$ cat config.mk
export PLATFORM = sky130hd
export DESIGN_NAME = ppfs_top
export DESIGN_NICKNAME = d
export VERILOG_FILES = /design/src/hdl/ppfs_pkg.sv /design/src/hdl/ppfs_top.sv
export VERILOG_INCLUDE_DIRS = /design/src /design/src/hdl
export SDC_FILE = /design/constraint.sdc
export NUM_CORES = 1
export LEC_CHECK = 0
export BUFFER_PORTS_ARGS = -buffer_cell sky130_fd_sc_hd__buf_2
export CELL_PAD_IN_SITES_DETAIL_PLACEMENT = 1
export CELL_PAD_IN_SITES_GLOBAL_PLACEMENT = 1
export CORE_ASPECT_RATIO = 1.2
export CORE_MARGIN = 2
export CORE_UTILIZATION = 38
export DETAILED_ROUTE_END_ITERATION = 7
export GPL_TIMING_DRIVEN = 0
export PLACE_DENSITY = 0.92
export SYNTH_ARGS = -nofsm -noshare
export SYNTH_HDL_FRONTEND = slang
export SYNTH_SLANG_ARGS = --single-unit
export TNS_END_PERCENT = 30
$ cat constraint.sdc
create_clock -name mclk_i -period 3.5 [get_ports mclk_i]
set_input_delay 0.525 -clock mclk_i [delete_from_list [all_inputs] [get_ports mclk_i]]
set_output_delay 0.525 -clock mclk_i [all_outputs]
set_load 0.01 [all_outputs]
$ cat src/hdl/ppfs_cfg.svh
// Constants for the port pin function select block
//------------------------------------------------------------
// Function
//------------------------------------------------------------
// Function
// - K50 input port or DMA request 0
// - K51/K53 input port or DMA requests 1/2
// - K52 input port or A/D trigger
// - K60-K64 input port or A/D channels
// - P00-P03 field 01 selects FIFO serial 0
// - P00-P03 serial 0 when field 00 and bit
// - P04-P07 extended bits give DMA ack/end
// - P04-P07 serial 1 when extended bits clear
// - P15/P16 timer input or DMA end output
// - P15/P16 serial 3 clock/data when bit clear
// - P20 SDRAM clock enable or DRAM read
// - P21 SDRAM write, area strobe, DRAM write
// - P22-P27 timer outputs when bits set
// - P24-P27 serial 2 when timer bit clear
// - P30 port, wait input or area45 select
// - P31 bus release monitor output
// - All select bits reset to zero
`ifndef PPFS_CFG_SVH
`define PPFS_CFG_SVH
`define PPFS_OFS_K5 32'h000402C0
`define PPFS_OFS_K6 32'h000402C3
`define PPFS_OFS_P0 32'h000402D0
`define PPFS_OFS_P1 32'h000402D4
`define PPFS_OFS_P1IO 32'h000402D6
`define PPFS_OFS_S3 32'h000402D7
`define PPFS_OFS_P2 32'h000402D8
`define PPFS_OFS_S2 32'h000402DB
`define PPFS_OFS_P3 32'h000402DC
`define PPFS_OFS_P3IO 32'h000402DE
`define PPFS_OFS_EX 32'h000402DF
`define PPFS_OFS_P0EF 32'h00300040
`define PPFS_OFS_P2EF 32'h00300044
`define PPFS_OFS_P3EF 32'h00300046
`define PPFS_OFS_PAEF 32'h00300F60
`define PPFS_REG_RST 8'h00
`define PPFS_FLD_GPIO 2'h0
`define PPFS_FLD_ALT 2'h1
`define PPFS_RESP_OK 2'h0
`define PPFS_RESP_ERR 2'h2
`endif

$ cat src/hdl/ppfs_pkg.sv
// Types for the port pin function select block
package ppfs_pkg;
	typedef enum logic [3:0] {
		REG_K5, REG_K6, REG_P0, REG_P1, REG_P1IO, REG_S3, REG_P2, REG_S2,
		REG_P3, REG_P3IO, REG_EX, REG_P0EF, REG_P2EF, REG_P3EF, REG_PAEF, REG_NONE
	} ppfs_reg_e;
	// Per-pin routing: port owns the pin, peripheral owns it
	typedef struct packed {
		logic [4:0] k5_alt;
		logic [4:0] k6_alt;
		logic [7:0] p0_port;
		logic [7:0] p1_port;
		logic [7:0] p2_port;
		logic [1:0] p3_port;
	} ppfs_route_s;
endpackage : ppfs_pkg

$ cat src/hdl/ppfs_top.sv
// Port pin function multiplexer with AXI4-Lite register slave
//
// Implementation choice: the AXI4-Lite register port.
`include "ppfs_cfg.svh"
module ppfs_top (
	input wire logic mclk_i, // System clock
	input wire logic sys_rst_i, // Synchronous reset, active high
	input wire logic [31:0] s_axi_awaddr_i, // Write address
	input wire logic s_axi_awvalid_i, // Write address valid
	output logic s_axi_awready_o, // Write address ready
	input wire logic [31:0] s_axi_wdata_i, // Write data
	input wire logic [3:0] s_axi_wstrb_i, // Write strobes
	input wire logic s_axi_wvalid_i, // Write data valid
	output logic s_axi_wready_o, // Write data ready
	output logic [1:0] s_axi_bresp_o, // Write response
	output logic s_axi_bvalid_o, // Write response valid
	input wire logic s_axi_bready_i, // Write response ready
	input wire logic [31:0] s_axi_araddr_i, // Read address
	input wire logic s_axi_arvalid_i, // Read address valid
	output logic s_axi_arready_o, // Read address ready
	output logic [31:0] s_axi_rdata_o, // Read data
	output logic [1:0] s_axi_rresp_o, // Read response
	output logic s_axi_rvalid_o, // Read valid
	input wire logic s_axi_rready_i, // Read ready
	input wire logic [4:0] k5_pin_i, // K50-K54 pin levels
	input wire logic [4:0] k6_pin_i, // K60-K64 pin levels
	output logic [4:0] k5_port_o, // K5 port data, 0 when pin is taken
	output logic [4:0] k6_port_o, // K6 port data, 0 when pin is taken
	output logic [2:0] dma_request_o, // DMA request 0..2 (pin level)
	output logic adc_trigger_in_o, // A/D trigger (pin level)
	output logic [4:0] adc_ch_en_o, // A/D channel pin connected
	input wire logic [7:0] p0_pin_i, // P00-P07 pin levels
	input wire logic [7:0] p0_gpio_out_i, // P0 port output data
	input wire logic [7:0] p0_gpio_oe_i, // P0 port output enable
	output logic [7:0] p0_pin_o, // P0 pin drive
	output logic [7:0] p0_pin_oe_o, // P0 pin enable
	output logic [7:0] p0_port_sel_o, // P0 owned by port
	input wire logic [3:0] ser0_out_i, // Serial 0 out/oe: tx,clk,rdy as out
	input wire logic [3:0] ser0_oe_i, // Serial 0 per-pin enables
	input wire logic [3:0] fser0_out_i, // FIFO serial 0 pin drives
	input wire logic [3:0] fser0_oe_i, // FIFO serial 0 pin enables
	input wire logic [3:0] ser1_out_i, // Serial 1 pin drives
	input wire logic [3:0] ser1_oe_i, // Serial 1 pin enables
	output logic [3:0] ser0_in_o, // Serial 0 pin inputs
	output logic [3:0] fifo_serial_rx_o, // FIFO serial 0 pin inputs
	output logic [3:0] ser1_in_o, // Serial 1 pin inputs
	input wire logic dma_ack_2_a_i, // DMA ch2 acknowledge
	input wire logic dma_done_2_i, // DMA ch2 end
	input wire logic dma_ack_3_i, // DMA ch3 acknowledge
	input wire logic dma_done_3_i, // DMA ch3 end
	input wire logic [1:0] p1_pin_i, // P15,P16 pin levels
	input wire logic [1:0] p1_gpio_out_i, // P15,P16 port data
	input wire logic [1:0] p1_gpio_oe_i, // P15,P16 port enable
	output logic [1:0] p1_pin_o, // P15,P16 drive
	output logic [1:0] p1_pin_oe_o, // P15,P16 enable
	output logic [1:0] timer_event_in_o, // Timer 4/5 event inputs
	input wire logic dma_done_0_i, // DMA end for P15
	input wire logic dma_done_1_i, // DMA end for P16
	input wire logic ser3_clk_out_i, // Serial 3 clock drive
	input wire logic ser3_clk_oe_i, // Serial 3 clock enable
	output logic ser3_clk_in_o, // Serial 3 clock input
	input wire logic ser3_tx_i, // Serial 3 data out
	input wire logic [7:0] p2_pin_i, // P20-P27 pin levels
	input wire logic [7:0] p2_gpio_out_i, // P2 port data
	input wire logic [7:0] p2_gpio_oe_i, // P2 port enable
	output logic [7:0] p2_pin_o, // P2 drive
	output logic [7:0] p2_pin_oe_o, // P2 enable
	input wire logic sdram_clk_en_out_i, // SDRAM clock enable
	input wire logic dram_succ_read_i, // DRAM successive read
	input wire logic sdram_write_strobe_i, // SDRAM write strobe
	input wire logic area_addr_strobe_i, // Area address strobe
	input wire logic dram_succ_write_i, // DRAM successive write
	input wire logic [5:0] timer16_out_i, // Timer 0..5 outputs
	input wire logic [3:0] ser2_out_i, // Serial 2 rdy,clk,tx,rx drives
	input wire logic [3:0] ser2_oe_i, // Serial 2 enables
	output logic [3:0] ser2_in_o, // Serial 2 rdy,clk,tx,rx inputs
	input wire logic [1:0] p3_pin_i, // P30,P31 pin levels
	input wire logic [1:0] p3_gpio_out_i, // P30,P31 port data
	input wire logic [1:0] p3_gpio_oe_i, // P30,P31 port enable
	output logic [1:0] p3_pin_o, // P30,P31 drive
	output logic [1:0] p3_pin_oe_o, // P30,P31 enable
	output logic wait_req_o, // Wait request (pin level)
	input wire logic area45_select_i, // Area 4/5 chip enable
	input wire logic bus_release_monitor_i, // Bus release monitor
	output ppfs_pkg::ppfs_route_s route_o // Port ownership summary
);
	//------------------------------------------------------------
	// Register file
	//------------------------------------------------------------
	logic [7:0] k5_function_select_r, k6_function_select_r, p0_function_select_r;
	logic [7:0] p1_function_select_r, p1_io_control_r, serial3_pin_select_r;
	logic [7:0] p2_function_select_r, serial2_pin_select_r, p3_function_select_r;
	logic [7:0] p3_io_control_r, port_extended_function_r, p0_ext_select_fields_r;
	logic [7:0] p2_ext_select_fields_r, p3_ext_select_fields_r, pa_select_fields_r;
	logic aw_full_r, w_full_r;
	logic [31:0] awaddr_r;
	logic [7:0] wbyte_r;
	logic wlane_r;

	function automatic ppfs_pkg::ppfs_reg_e decode(input logic [31:0] a);
		unique case (a)
			`PPFS_OFS_K5: decode = ppfs_pkg::REG_K5;
			`PPFS_OFS_K6: decode = ppfs_pkg::REG_K6;
			`PPFS_OFS_P0: decode = ppfs_pkg::REG_P0;
			`PPFS_OFS_P1: decode = ppfs_pkg::REG_P1;
			`PPFS_OFS_P1IO: decode = ppfs_pkg::REG_P1IO;
			`PPFS_OFS_S3: decode = ppfs_pkg::REG_S3;
			`PPFS_OFS_P2: decode = ppfs_pkg::REG_P2;
			`PPFS_OFS_S2: decode = ppfs_pkg::REG_S2;
			`PPFS_OFS_P3: decode = ppfs_pkg::REG_P3;
			`PPFS_OFS_P3IO: decode = ppfs_pkg::REG_P3IO;
			`PPFS_OFS_EX: decode = ppfs_pkg::REG_EX;
			`PPFS_OFS_P0EF: decode = ppfs_pkg::REG_P0EF;
			`PPFS_OFS_P2EF: decode = ppfs_pkg::REG_P2EF;
			`PPFS_OFS_P3EF: decode = ppfs_pkg::REG_P3EF;
			`PPFS_OFS_PAEF: decode = ppfs_pkg::REG_PAEF;
			default: decode = ppfs_pkg::REG_NONE;
		endcase
	endfunction : decode

	// Offsets are byte addresses not all word aligned; the whole byte
	// address is decoded and the 8-bit value sits in lane 0.
	logic do_write;
	ppfs_pkg::ppfs_reg_e wsel;
	assign do_write = aw_full_r && w_full_r && !s_axi_bvalid_o;
	assign wsel = decode(awaddr_r);
	assign s_axi_awready_o = !aw_full_r && !s_axi_bvalid_o;
	assign s_axi_wready_o = !w_full_r && !s_axi_bvalid_o;

	always_ff @(posedge mclk_i) begin
		if (sys_rst_i) begin
			aw_full_r <= 1'b0;
			awaddr_r <= 32'h00000000;
		end else if (s_axi_awvalid_i && s_axi_awready_o) begin
			aw_full_r <= 1'b1;
			awaddr_r <= s_axi_awaddr_i;
		end else if (do_write) begin
			aw_full_r <= 1'b0;
		end
	end

	always_ff @(posedge mclk_i) begin
		if (sys_rst_i) begin
			w_full_r <= 1'b0;
			wbyte_r <= 8'h00;
			wlane_r <= 1'b0;
		end else if (s_axi_wvalid_i && s_axi_wready_o) begin
			w_full_r <= 1'b1;
			wbyte_r <= s_axi_wdata_i[7:0];
			wlane_r <= s_axi_wstrb_i[0];
		end else if (do_write) begin
			w_full_r <= 1'b0;
		end
	end

	always_ff @(posedge mclk_i) begin
		if (sys_rst_i) begin
			s_axi_bvalid_o <= 1'b0;
			s_axi_bresp_o <= `PPFS_RESP_OK;
		end else if (do_write) begin
			s_axi_bvalid_o <= 1'b1;
			s_axi_bresp_o <= (wsel == ppfs_pkg::REG_NONE) ? `PPFS_RESP_ERR : `PPFS_RESP_OK;
		end else if (s_axi_bready_i) begin
			s_axi_bvalid_o <= 1'b0;
		end
	end

	always_ff @(posedge mclk_i) begin
		if (sys_rst_i) begin
			k5_function_select_r <= `PPFS_REG_RST;
			k6_function_select_r <= `PPFS_REG_RST;
			p0_function_select_r <= `PPFS_REG_RST;
			p1_function_select_r <= `PPFS_REG_RST;
			p1_io_control_r <= `PPFS_REG_RST;
			serial3_pin_select_r <= `PPFS_REG_RST;
			p2_function_select_r <= `PPFS_REG_RST;
			serial2_pin_select_r <= `PPFS_REG_RST;
			p3_function_select_r <= `PPFS_REG_RST;
			p3_io_control_r <= `PPFS_REG_RST;
			port_extended_function_r <= `PPFS_REG_RST;
			p0_ext_select_fields_r <= `PPFS_REG_RST;
			p2_ext_select_fields_r <= `PPFS_REG_RST;
			p3_ext_select_fields_r <= `PPFS_REG_RST;
			pa_select_fields_r <= `PPFS_REG_RST;
		end else if (do_write && wlane_r) begin
			unique case (wsel)
				ppfs_pkg::REG_K5: k5_function_select_r <= wbyte_r;
				ppfs_pkg::REG_K6: k6_function_select_r <= wbyte_r;
				ppfs_pkg::REG_P0: p0_function_select_r <= wbyte_r;
				ppfs_pkg::REG_P1: p1_function_select_r <= wbyte_r;
				ppfs_pkg::REG_P1IO: p1_io_control_r <= wbyte_r;
				ppfs_pkg::REG_S3: serial3_pin_select_r <= wbyte_r;
				ppfs_pkg::REG_P2: p2_function_select_r <= wbyte_r;
				ppfs_pkg::REG_S2: serial2_pin_select_r <= wbyte_r;
				ppfs_pkg::REG_P3: p3_function_select_r <= wbyte_r;
				ppfs_pkg::REG_P3IO: p3_io_control_r <= wbyte_r;
				ppfs_pkg::REG_EX: port_extended_function_r <= wbyte_r;
				ppfs_pkg::REG_P0EF: p0_ext_select_fields_r <= wbyte_r;
				ppfs_pkg::REG_P2EF: p2_ext_select_fields_r <= wbyte_r;
				ppfs_pkg::REG_P3EF: p3_ext_select_fields_r <= wbyte_r;
				ppfs_pkg::REG_PAEF: pa_select_fields_r <= wbyte_r;
				ppfs_pkg::REG_NONE: ;
			endcase
		end
	end

	// Read channel: one cycle to answer, data held until rready
	logic [7:0] rbyte;
	ppfs_pkg::ppfs_reg_e rsel;
	assign rsel = decode(s_axi_araddr_i);
	assign s_axi_arready_o = !s_axi_rvalid_o;
	always_comb begin
		unique case (rsel)
			ppfs_pkg::REG_K5: rbyte = k5_function_select_r;
			ppfs_pkg::REG_K6: rbyte = k6_function_select_r;
			ppfs_pkg::REG_P0: rbyte = p0_function_select_r;
			ppfs_pkg::REG_P1: rbyte = p1_function_select_r;
			ppfs_pkg::REG_P1IO: rbyte = p1_io_control_r;
			ppfs_pkg::REG_S3: rbyte = serial3_pin_select_r;
			ppfs_pkg::REG_P2: rbyte = p2_function_select_r;
			ppfs_pkg::REG_S2: rbyte = serial2_pin_select_r;
			ppfs_pkg::REG_P3: rbyte = p3_function_select_r;
			ppfs_pkg::REG_P3IO: rbyte = p3_io_control_r;
			ppfs_pkg::REG_EX: rbyte = port_extended_function_r;
			ppfs_pkg::REG_P0EF: rbyte = p0_ext_select_fields_r;
			ppfs_pkg::REG_P2EF: rbyte = p2_ext_select_fields_r;
			ppfs_pkg::REG_P3EF: rbyte = p3_ext_select_fields_r;
			ppfs_pkg::REG_PAEF: rbyte = pa_select_fields_r;
			ppfs_pkg::REG_NONE: rbyte = 8'h00;
		endcase
	end

	always_ff @(posedge mclk_i) begin
		if (sys_rst_i) begin
			s_axi_rvalid_o <= 1'b0;
			s_axi_rdata_o <= 32'h00000000;
			s_axi_rresp_o <= `PPFS_RESP_OK;
		end else if (s_axi_arvalid_i && s_axi_arready_o) begin
			s_axi_rvalid_o <= 1'b1;
			s_axi_rdata_o <= {24'h000000, rbyte};
			s_axi_rresp_o <= (rsel == ppfs_pkg::REG_NONE) ? `PPFS_RESP_ERR : `PPFS_RESP_OK;
		end else if (s_axi_rready_i) begin
			s_axi_rvalid_o <= 1'b0;
		end
	end

	//------------------------------------------------------------
	// Pin multiplexer, purely combinational from the stored bits
	//------------------------------------------------------------
	logic [3:0] p0_fifo, p0_ser, p1h_dma, p1h_ser;
	logic [1:0] p1_alt, p1_s3;
	logic [5:0] p2_tm;
	logic [3:0] p2_s2;
	logic p20_sd, p20_dr, p21_sd, p21_ga, p21_dw, p30_alt, p31_mon;

	assign k5_port_o = k5_pin_i & ~k5_function_select_r[4:0];
	assign k6_port_o = k6_pin_i & ~k6_function_select_r[4:0];
	assign dma_request_o[0] = k5_function_select_r[0] ? k5_pin_i[0] : 1'b1;
	assign dma_request_o[1] = k5_function_select_r[1] ? k5_pin_i[1] : 1'b1;
	assign dma_request_o[2] = k5_function_select_r[3] ? k5_pin_i[3] : 1'b1;
	assign adc_trigger_in_o = k5_function_select_r[2] ? k5_pin_i[2] : 1'b1;
	assign adc_ch_en_o = k6_function_select_r[4:0];

	genvar gi;
	generate
		for (gi = 0; gi < 4; gi++) begin : g_p0
			assign p0_fifo[gi] = p0_ext_select_fields_r[2*gi+:2] == `PPFS_FLD_ALT;
			assign p0_ser[gi] = (p0_ext_select_fields_r[2*gi+:2] == `PPFS_FLD_GPIO)
				&& p0_function_select_r[gi];
			assign p1h_dma[gi] = port_extended_function_r[gi+4];
			assign p1h_ser[gi] = !port_extended_function_r[gi+4]
				&& p0_function_select_r[gi+4];
			assign fifo_serial_rx_o[gi] = p0_fifo[gi] ? p0_pin_i[gi] : 1'b1;
			assign ser0_in_o[gi] = p0_ser[gi] ? p0_pin_i[gi] : 1'b1;
			assign ser1_in_o[gi] = p1h_ser[gi] ? p0_pin_i[gi+4] : 1'b1;
			assign p0_pin_o[gi] = p0_fifo[gi] ? fser0_out_i[gi]
				: p0_ser[gi] ? ser0_out_i[gi] : p0_gpio_out_i[gi];
			assign p0_pin_oe_o[gi] = p0_fifo[gi] ? fser0_oe_i[gi]
				: p0_ser[gi] ? ser0_oe_i[gi] : p0_gpio_oe_i[gi];
			assign p0_pin_oe_o[gi+4] = p1h_dma[gi] ? 1'b1
				: p1h_ser[gi] ? ser1_oe_i[gi] : p0_gpio_oe_i[gi+4];
		end
	endgenerate
	logic [3:0] dma_p0;
	assign dma_p0 = {dma_done_3_i, dma_ack_3_i, dma_done_2_i, dma_ack_2_a_i};
	assign p0_pin_o[7:4] = (p1h_dma & dma_p0) | (~p1h_dma & p1h_ser & ser1_out_i)
		| (~p1h_dma & ~p1h_ser & p0_gpio_out_i[7:4]);
	assign p0_port_sel_o = ~{p1h_dma | p1h_ser, p0_fifo | p0_ser};

	// P15 (index 0) and P16 (index 1)
	assign p1_alt = p1_function_select_r[6:5];
	assign p1_s3 = ~p1_alt & {serial3_pin_select_r[1], serial3_pin_select_r[2]};
	assign timer_event_in_o = p1_alt & ~p1_io_control_r[6:5] & p1_pin_i;
	assign ser3_clk_in_o = p1_s3[0] ? p1_pin_i[0] : 1'b1;
	assign p1_pin_o[0] = (p1_alt[0] && p1_io_control_r[5]) ? dma_done_0_i
		: p1_s3[0] ? ser3_clk_out_i : p1_gpio_out_i[0];
	assign p1_pin_oe_o[0] = p1_alt[0] ? p1_io_control_r[5]
		: p1_s3[0] ? ser3_clk_oe_i : p1_gpio_oe_i[0];
	assign p1_pin_o[1] = (p1_alt[1] && p1_io_control_r[6]) ? dma_done_1_i
		: p1_s3[1] ? ser3_tx_i : p1_gpio_out_i[1];
	assign p1_pin_oe_o[1] = p1_alt[1] ? p1_io_control_r[6]
		: p1_s3[1] ? 1'b1 : p1_gpio_oe_i[1];

	// P20..P27
	assign p20_sd = p2_ext_select_fields_r[1:0] == `PPFS_FLD_ALT;
	assign p20_dr = (p2_ext_select_fields_r[1:0] == `PPFS_FLD_GPIO) && p2_function_select_r[0];
	assign p21_sd = p2_ext_select_fields_r[3:2] == `PPFS_FLD_ALT;
	assign p21_ga = (p2_ext_select_fields_r[3:2] == `PPFS_FLD_GPIO)
		&& port_extended_function_r[2];
	assign p21_dw = (p2_ext_select_fields_r[3:2] == `PPFS_FLD_GPIO)
		&& !port_extended_function_r[2] && p2_function_select_r[1];
	assign p2_pin_o[0] = p20_sd ? sdram_clk_en_out_i : p20_dr ? dram_succ_read_i
		: p2_gpio_out_i[0];
	assign p2_pin_oe_o[0] = (p20_sd || p20_dr) ? 1'b1 : p2_gpio_oe_i[0];
	assign p2_pin_o[1] = p21_sd ? sdram_write_strobe_i : p21_ga ? area_addr_strobe_i
		: p21_dw ? dram_succ_write_i : p2_gpio_out_i[1];
	assign p2_pin_oe_o[1] = (p21_sd || p21_ga || p21_dw) ? 1'b1 : p2_gpio_oe_i[1];
	assign p2_tm = p2_function_select_r[7:2];
	// Select bits run opposite to pin order: bit 3 goes to P24, bit 0 to P27
	assign p2_s2 = ~p2_tm[5:2] & {serial2_pin_select_r[0], serial2_pin_select_r[1],
		serial2_pin_select_r[2], serial2_pin_select_r[3]};
	generate
		for (gi = 0; gi < 6; gi++) begin : g_p2
			if (gi < 2) begin : g_tm
				assign p2_pin_o[gi+2] = p2_tm[gi] ? timer16_out_i[gi] : p2_gpio_out_i[gi+2];
				assign p2_pin_oe_o[gi+2] = p2_tm[gi] ? 1'b1 : p2_gpio_oe_i[gi+2];
			end else begin : g_ts
				assign p2_pin_o[gi+2] = p2_tm[gi] ? timer16_out_i[gi]
					: p2_s2[gi-2] ? ser2_out_i[5-gi] : p2_gpio_out_i[gi+2];
				assign p2_pin_oe_o[gi+2] = p2_tm[gi] ? 1'b1
					: p2_s2[gi-2] ? ser2_oe_i[5-gi] : p2_gpio_oe_i[gi+2];
				assign ser2_in_o[5-gi] = p2_s2[gi-2] ? p2_pin_i[gi+2] : 1'b1;
			end
		end
	endgenerate

	// P30, P31
	// Field 01 and the unused codes all leave P30 with the port
	assign p30_alt = (pa_select_fields_r[5:4] == `PPFS_FLD_GPIO)
		&& p3_function_select_r[0];
	assign wait_req_o = (p30_alt && !p3_io_control_r[0]) ? p3_pin_i[0] : 1'b1;
	assign p3_pin_o[0] = (p30_alt && p3_io_control_r[0]) ? area45_select_i : p3_gpio_out_i[0];
	assign p3_pin_oe_o[0] = p30_alt ? p3_io_control_r[0] : p3_gpio_oe_i[0];
	assign p31_mon = p3_function_select_r[1] && !port_extended_function_r[3]
		&& (p3_ext_select_fields_r[3:2] == `PPFS_FLD_GPIO);
	assign p3_pin_o[1] = p31_mon ? bus_release_monitor_i : p3_gpio_out_i[1];
	assign p3_pin_oe_o[1] = p31_mon ? 1'b1 : p3_gpio_oe_i[1];

	assign route_o = '{k5_alt: k5_function_select_r[4:0], k6_alt: k6_function_select_r[4:0],
		p0_port: p0_port_sel_o, p1_port: {1'b1, ~(p1_alt | p1_s3), 5'h1F},
		p2_port: ~({p2_tm, p21_sd | p21_ga | p21_dw, p20_sd | p20_dr} | {p2_s2, 4'h0}),
		p3_port: ~{p31_mon, p30_alt}};

	//------------------------------------------------------------
	// Assertions
	//------------------------------------------------------------
	k50_route_a: assert property (@(posedge mclk_i) disable iff (sys_rst_i)
		k5_function_select_r[0] |-> dma_request_o[0] == k5_pin_i[0] && !k5_port_o[0])
		else $error("K50 not routed to DMA request");
	k52_route_a: assert property (@(posedge mclk_i) disable iff (sys_rst_i)
		!k5_function_select_r[2] |-> adc_trigger_in_o && k5_port_o[2] == k5_pin_i[2])
		else $error("K52 routing wrong");
	fifo_pri_a: assert property (@(posedge mclk_i) disable iff (sys_rst_i)
		p0_ext_select_fields_r[1:0] == `PPFS_FLD_ALT |-> p0_pin_oe_o[0] == fser0_oe_i[0])
		else $error("P00 FIFO select lost");
	dma_ovr_a: assert property (@(posedge mclk_i) disable iff (sys_rst_i)
		port_extended_function_r[4] |-> p0_pin_o[4] == dma_ack_2_a_i && p0_pin_oe_o[4])
		else $error("P04 DMA override lost");
	p16_dma_a: assert property (@(posedge mclk_i) disable iff (sys_rst_i)
		p1_function_select_r[6] && p1_io_control_r[6] |-> p1_pin_o[1] == dma_done_1_i)
		else $error("P16 DMA end not driven");
	timer_out_a: assert property (@(posedge mclk_i) disable iff (sys_rst_i)
		p2_function_select_r[7] |-> p2_pin_o[7] == timer16_out_i[5] && p2_pin_oe_o[7])
		else $error("P27 timer output lost");
	p31_mon_a: assert property (@(posedge mclk_i) disable iff (sys_rst_i)
		port_extended_function_r[3] |-> p3_pin_o[1] == p3_gpio_out_i[1])
		else $error("P31 monitor despite ext bit");
	reset_clear_a: assert property (@(posedge mclk_i)
		sys_rst_i |=> k5_function_select_r == 8'h00 && port_extended_function_r == 8'h00)
		else $error("Select bits not cleared");
	write_eff_a: assert property (@(posedge mclk_i) disable iff (sys_rst_i)
		do_write && wlane_r && wsel == ppfs_pkg::REG_K6 |=> adc_ch_en_o == $past(wbyte_r[4:0]))
		else $error("Routing not updated after write");
	ser2_a: assert property (@(posedge mclk_i) disable iff (sys_rst_i)
		serial2_pin_select_r[0] && !p2_function_select_r[7] |-> ser2_in_o[0] == p2_pin_i[7])
		else $error("Serial 2 input not routed");
	wr_cov_c: cover property (@(posedge mclk_i) do_write ##1 s_axi_bvalid_o);
	rd_cov_c: cover property (@(posedge mclk_i) s_axi_arvalid_i && s_axi_arready_o);
	sd_cov_c: cover property (@(posedge mclk_i) p20_sd && p21_sd);
endmodule : ppfs_top
Yosys cells after proc, flatten, opt, wreduce, memory -nomap -nowiden
Cells that the tools add are included.
Widths: inputs -> output; s select.
- bits in registers: 177
- output and inout bits: 164
- word-level logic and storage cells: 289
- eq/ne operators: 66
- mux-type cells: 97
- bitwise operators: 31
- reduce and logical (&&, ||, !) cells: 70
- operators by type and width (kind ; number):
    $eq 32x19->1 const B ; 22
    $eq 32x22->1 const B ; 8
    $pmux 8 s16 ; 1
    $pmux 4 s15 ; 2
    $mux 1 ; 92
    $eq 4x4->1 const B ; 16
    $eq 4x3->1 const B ; 8
    $reduce_and 2->1 ; 15
    $logic_and 1x1->1 ; 27
    $and 4x4->4 ; 6
    $eq 4x2->1 const B ; 4
    $logic_not 2->1 ; 8
    $not 8->8 ; 2
    $or 4x4->4 ; 4
    $eq 2x1->1 const B ; 6
    $not 4->4 ; 3
    $logic_not 1->1 ; 11
    $and 5x5->5 ; 2
    $not 5->5 ; 2
    $eq 4x1->1 const B ; 2
    $logic_not 4->1 ; 2
    $not 2->2 ; 4
    $or 8x8->8 ; 1
    $reduce_bool 2->1 ; 4
    other kinds (5) ; 12

Depth between registers and ports, before layout
- word-level depth: 6
- gate-level depth with buffers: 9
- mapped depth without buffers: 6

Worst setup path before layout
Ideal clock, no wire load.
- kind: input port to flip-flop
- start point: in s_axi_araddr_i[13]
- end point: reg s_axi_rdata_o[1]
- setup time: 122 ps
- arrival time: 2253 ps
- required time: 3378 ps
- slack: 1124 ps
- stages on the path: 7
- buffers on the path: 1
- cell sequence: or4_4 > buf_6 > nor4_4 > nand4_4 > o21a_1 > a32oi_1 > nand2_1
- cells in the longest elaborated chain, start to end: 4
- elaborated cells between the ends (all ways): 33
- classes of those cells: eq/ne: 30; mux: 2; reduce/logical: 1
- ends and longest elaborated chain (item ; RTL line ; RTL):
    from (decl) ; ppfs_top.sv:18 ; input wire logic [31:0] s_axi_araddr_i,
    $eq 32x22->1 / $eq 32x19->1 (equally long branches) ; ppfs_top.sv:101 ; unique case (a)
    $pmux 4 s15 (*) ; ppfs_top.sv:101 ;
    $eq 4x4->1, or another cell as far along ; ppfs_top.sv:213 ; unique case (rsel)
    $pmux 8 s16 (*) ; ppfs_top.sv:213 ;
    to (signal assigned) ; ppfs_top.sv:240 ; s_axi_rdata_o <= {24'h000000, rbyte};
    to (decl) ; ppfs_top.sv:21 ; output logic [31:0] s_axi_rdata_o,
Every way passes the cells marked *; elsewhere a longest branch is shown, timed or not.
A chain may end at the register's enable or synchronous reset.

Worst setup path in the final report
- start point: in s_axi_araddr_i[3]
- end point: reg s_axi_rdata_o[4]
Same word-level chain as after synthesis.

==> run metrics <==
result of the run completed; area delta synth->final 26.8%; Max clock buf depth 2; overall fraction of global-route tracks in use 28.0%; top cell type's share of synthesized area 34.0%; most frequent cell after synthesis sky130_fd_sc_hd__dfxtp_1; capture point of the worst reg-to-reg path p1_io_control_r[0]$_SDFFE_PP0P_; net count reported at finish 1853; RSZ-0062 raised after global routing false; data required time of the critical path 3.80 ns; Tightest Pin Transition 1.06 ns; number of cells on the worst hold path 2; PwrDens 349 mW/mm²; kind of start point of the critical path input pin; count of endpoints failing setup in the final report 0; total count of max-transition violations in the final report 0; Die Y-Extent 184 µm; post-detailed-route via-to-cell ratio 5.52; DRC Markers 0; CTS tree built; number of clock buffers inserted by TritonCTS 17; IO Port Bufs 327; num rows 66; Worst Hold Margin 0.278 ns; post-synthesis cell count 1246; library cell occupying the most area in the post-synthesis netlist sky130_fd_sc_hd__dfxtp_1; share of cells above drive strength 1 29.4%; Hold Path End s_axi_rvalid_o$_SDFFE_PP0P_; Skew-Pair Late Insertion Delay 0.43 ns; final antenna-violating net count 0; launching point of the worst reg2reg path awaddr_r[31]$_SDFFE_PP0P_; number of top-level pins 395; clock transition at the registers of the reported paths 0.07 ns; total wire length after detailed routing 41100 µm; number of clock sinks 175; # Max-Cap Violations 0; Routed wire per std cell 20.8 µm; total via count in the routed design 10900; final-report hold violation count 0; wire length of the first global-routing pass 61500 µm; VDD IR max 291 µV; final setup TNS 0 ns; Yosys warnings 0; via count of the first global-routing pass 11000; sum of internal, switching and leakage power 4.55 mW; Seq/Total Area, Yosys 34.0%; Primary FF master, synth sky130_fd_sc_hd__dfxtp_1; Worst R2R Path Depth 7; CTS root buf sky130_fd_sc_hd__clkbuf_16; global placement routability congestion 0.962; category of the most critical setup path input pin to flop; Ant. Diodes 0; path category of the worst min-delay check input pin to flop; launch instance of the worst min-delay path s_axi_rready_i; worst slew margin relative to its limit 28.4%; antenna violations before repair 0; maximum clock rate 342 MHz; register-to-register path setup slack 0.80 ns; hold bufs inserted after CTS 0; H-tree lvl count 4; crit share post-route 83.6%; Starting DRT DRC Count 658; Crit path arrival time 3.23 ns; post-CTS setup buffers 0; global route overflow 0; synthesized flop and latch total 175; Initial Util 38.4%; synthesized cell area 0.0103 mm²; dominant cells by area after synthesis sky130_fd_sc_hd__dfxtp_1 (34%), sky130_fd_sc_hd__mux2i_1 (11%), sky130_fd_sc_hd__nand2b_1 (7.0%); total half-perimeter wirelength after legalization and detailed placement 32700 µm; post_cts resized 0; count of TritonRoute iterations in the first routing pass 5; leakage power 5.57 nW; DIE AREA 0.0284 mm²; Setup Skew 0.0105 ns; endpoint kind of the worst setup timing path flop; Commonest cells post-synth sky130_fd_sc_hd__dfxtp_1 (175), sky130_fd_sc_hd__nand2_1 (151), sky130_fd_sc_hd__mux2i_1 (115), sky130_fd_sc_hd__nand2b_1 (115), sky130_fd_sc_hd__a21oi_1 (90); x dimension of the die 154 µm; number of fill cells in the layout 3371; post-synth cell types 71; Synth async-reset ratio 0%; average cell area after synthesis 8.26 µm²; pin count of the biggest net entering global routing 17; minimum period implied by the final worst setup slack 2.93 ns; maximum fanout along the worst path 10; Post-synth EDFFs 0; post-layout utilization of the core 48.6%; placeable core region 0.0268 mm²
worst max path at each step:
stage,start,end,slack (ns),cells after the start
floorplan,s_axi_araddr_i[13],s_axi_rdata_o[1]$_SDFFE_PP0P_,1.12,7
global placement,s_axi_araddr_i[8],s_axi_rdata_o[4]$_SDFFE_PP0P_,0.29,8
detailed placement,s_axi_araddr_i[3],s_axi_rdata_o[4]$_SDFFE_PP0P_,0.25,8
CTS,s_axi_araddr_i[3],s_axi_rdata_o[4]$_SDFFE_PP0P_,0.68,8
global route,s_axi_araddr_i[3],s_axi_rdata_o[4]$_SDFFE_PP0P_,0.50,9
finish,s_axi_araddr_i[3],s_axi_rdata_o[4]$_SDFFE_PP0P_,0.57,9
cell families after synthesis:
| group | Yosys count | share of synthesized area [%] |
|---|---|---|
| buffers and inverters | 163 | 8.56 |
| other | 2 | 0.0730 |
| AOI/OAI and AO/OA | 247 | 15.2 |
| DFF | 175 | 34.0 |
| muxes | 120 | 11.7 |
| and+or+nand+nor | 539 | 30.4 |
metrics by stage:
step           worst slack (ns)  cells  area, µm²
3_5_place_dp              0.252   1943      12500
2_1_floorplan              1.12   1276      10400
5_1_grt                   0.499   1975      13000
4_1_cts                   0.683   1975      13000
6_report                  0.573   1975      13000
3_3_place_gp              0.291   1943      12500
flip-flops by register name, summed over array words and instances, names as in the netlist, 8 cells and up:
| name | count |
|---|---|
| p3_function_select_r | 8 |
| p3_io_control_r | 8 |
| serial3_pin_select_r | 8 |
| p1_io_control_r | 8 |
| wbyte_r | 8 |
| k6_function_select_r | 8 |
| p0_function_select_r | 8 |
| awaddr_r | 32 |
| p3_ext_select_fields_r | 8 |
| p1_function_select_r | 8 |
| pa_select_fields_r | 8 |
| s_axi_rdata_o | 8 |
| p2_function_select_r | 8 |
| p2_ext_select_fields_r | 8 |
| port_extended_function_r | 8 |
| k5_function_select_r | 8 |
| serial2_pin_select_r | 8 |
| p0_ext_select_fields_r | 8 |
metal layers:
metal | wire length, µm | global-route usage (%) | vias to the layer above
met1 | 15500 | 30.1 | 5270
met3 | 2100 | 4.61 | 104
met4 | 2040 | 14.1 | 0
met5 | 0 | 0 | -
li1 | - | - | 5093
met2 | 21500 | 52.8 | 436
power breakdown:
part | internal, mW | switching, mW
Clock | 1.08 | 0.838
Sequential | 2.03 | 0.0405
Combinational | 0.246 | 0.323
Total | 3.35 | 1.20
critical path, cell delays in order:
cell and delay [ns]:
sky130_fd_sc_hd__clkbuf_1 0.46, sky130_fd_sc_hd__or4_1 0.19, sky130_fd_sc_hd__clkbuf_1 0.29, sky130_fd_sc_hd__nor2_1 0.17, sky130_fd_sc_hd__buf_2 0.24, sky130_fd_sc_hd__a22oi_1 0.31
sky130_fd_sc_hd__o2111ai_1 0.27, sky130_fd_sc_hd__a2111oi_0 0.66, sky130_fd_sc_hd__o21ai_1 0.11
layout make-up:
| cell class | count | area, µm² | share of cell area [%] |
|---|---|---|---|
| clock buffers | 21 | 450 | 3.45 |
| well taps | 340 | 425 | 3.26 |
| flip-flops and latches | 175 | 3500 | 26.8 |
| plain buffers | 128 | 749 | 5.74 |
| clock inverters | 11 | 130 | 0.997 |
| multi-input cells | 938 | 6020 | 46.2 |
| repair buffers | 327 | 1640 | 12.5 |
| inverters | 35 | 131 | 1.01 |
placed cells by master (no fill, tap or decap), types with 5 or more instances in the layout:
master / synthesis / final
sky130_fd_sc_hd__buf_2: 11 / 338
sky130_fd_sc_hd__dfxtp_1: 175 / 175
sky130_fd_sc_hd__nand2_1: 151 / 151
sky130_fd_sc_hd__mux2i_1: 115 / 115
sky130_fd_sc_hd__nand2b_1: 115 / 115
sky130_fd_sc_hd__a21oi_1: 90 / 90
sky130_fd_sc_hd__buf_4: 60 / 60
sky130_fd_sc_hd__o21ai_0: 56 / 56
sky130_fd_sc_hd__clkbuf_1: 52 / 55
sky130_fd_sc_hd__nor2_1: 52 / 52
sky130_fd_sc_hd__inv_1: 35 / 35
sky130_fd_sc_hd__nand3_1: 35 / 35
sky130_fd_sc_hd__nand4_1: 33 / 33
sky130_fd_sc_hd__nor2b_1: 32 / 32
sky130_fd_sc_hd__conb_1: 2 / 32
sky130_fd_sc_hd__nor3_1: 28 / 28
sky130_fd_sc_hd__a22oi_1: 19 / 19
sky130_fd_sc_hd__clkbuf_16: 0 / 17
sky130_fd_sc_hd__and2_1: 13 / 13
sky130_fd_sc_hd__o2111ai_1: 10 / 10
sky130_fd_sc_hd__o211ai_1: 9 / 9
sky130_fd_sc_hd__a211o_1: 8 / 8
sky130_fd_sc_hd__or3_1: 8 / 8
sky130_fd_sc_hd__nand3_4: 7 / 7
sky130_fd_sc_hd__or2_2: 6 / 6
sky130_fd_sc_hd__nor4_4: 6 / 6
sky130_fd_sc_hd__nor4_1: 6 / 6
sky130_fd_sc_hd__o21ai_1: 6 / 6
sky130_fd_sc_hd__and3_1: 5 / 5
sky130_fd_sc_hd__mux2_2: 5 / 5
sky130_fd_sc_hd__o2bb2ai_1: 5 / 5
sky130_fd_sc_hd__a2111oi_0: 5 / 5
(Power assumes the default switching activity.)
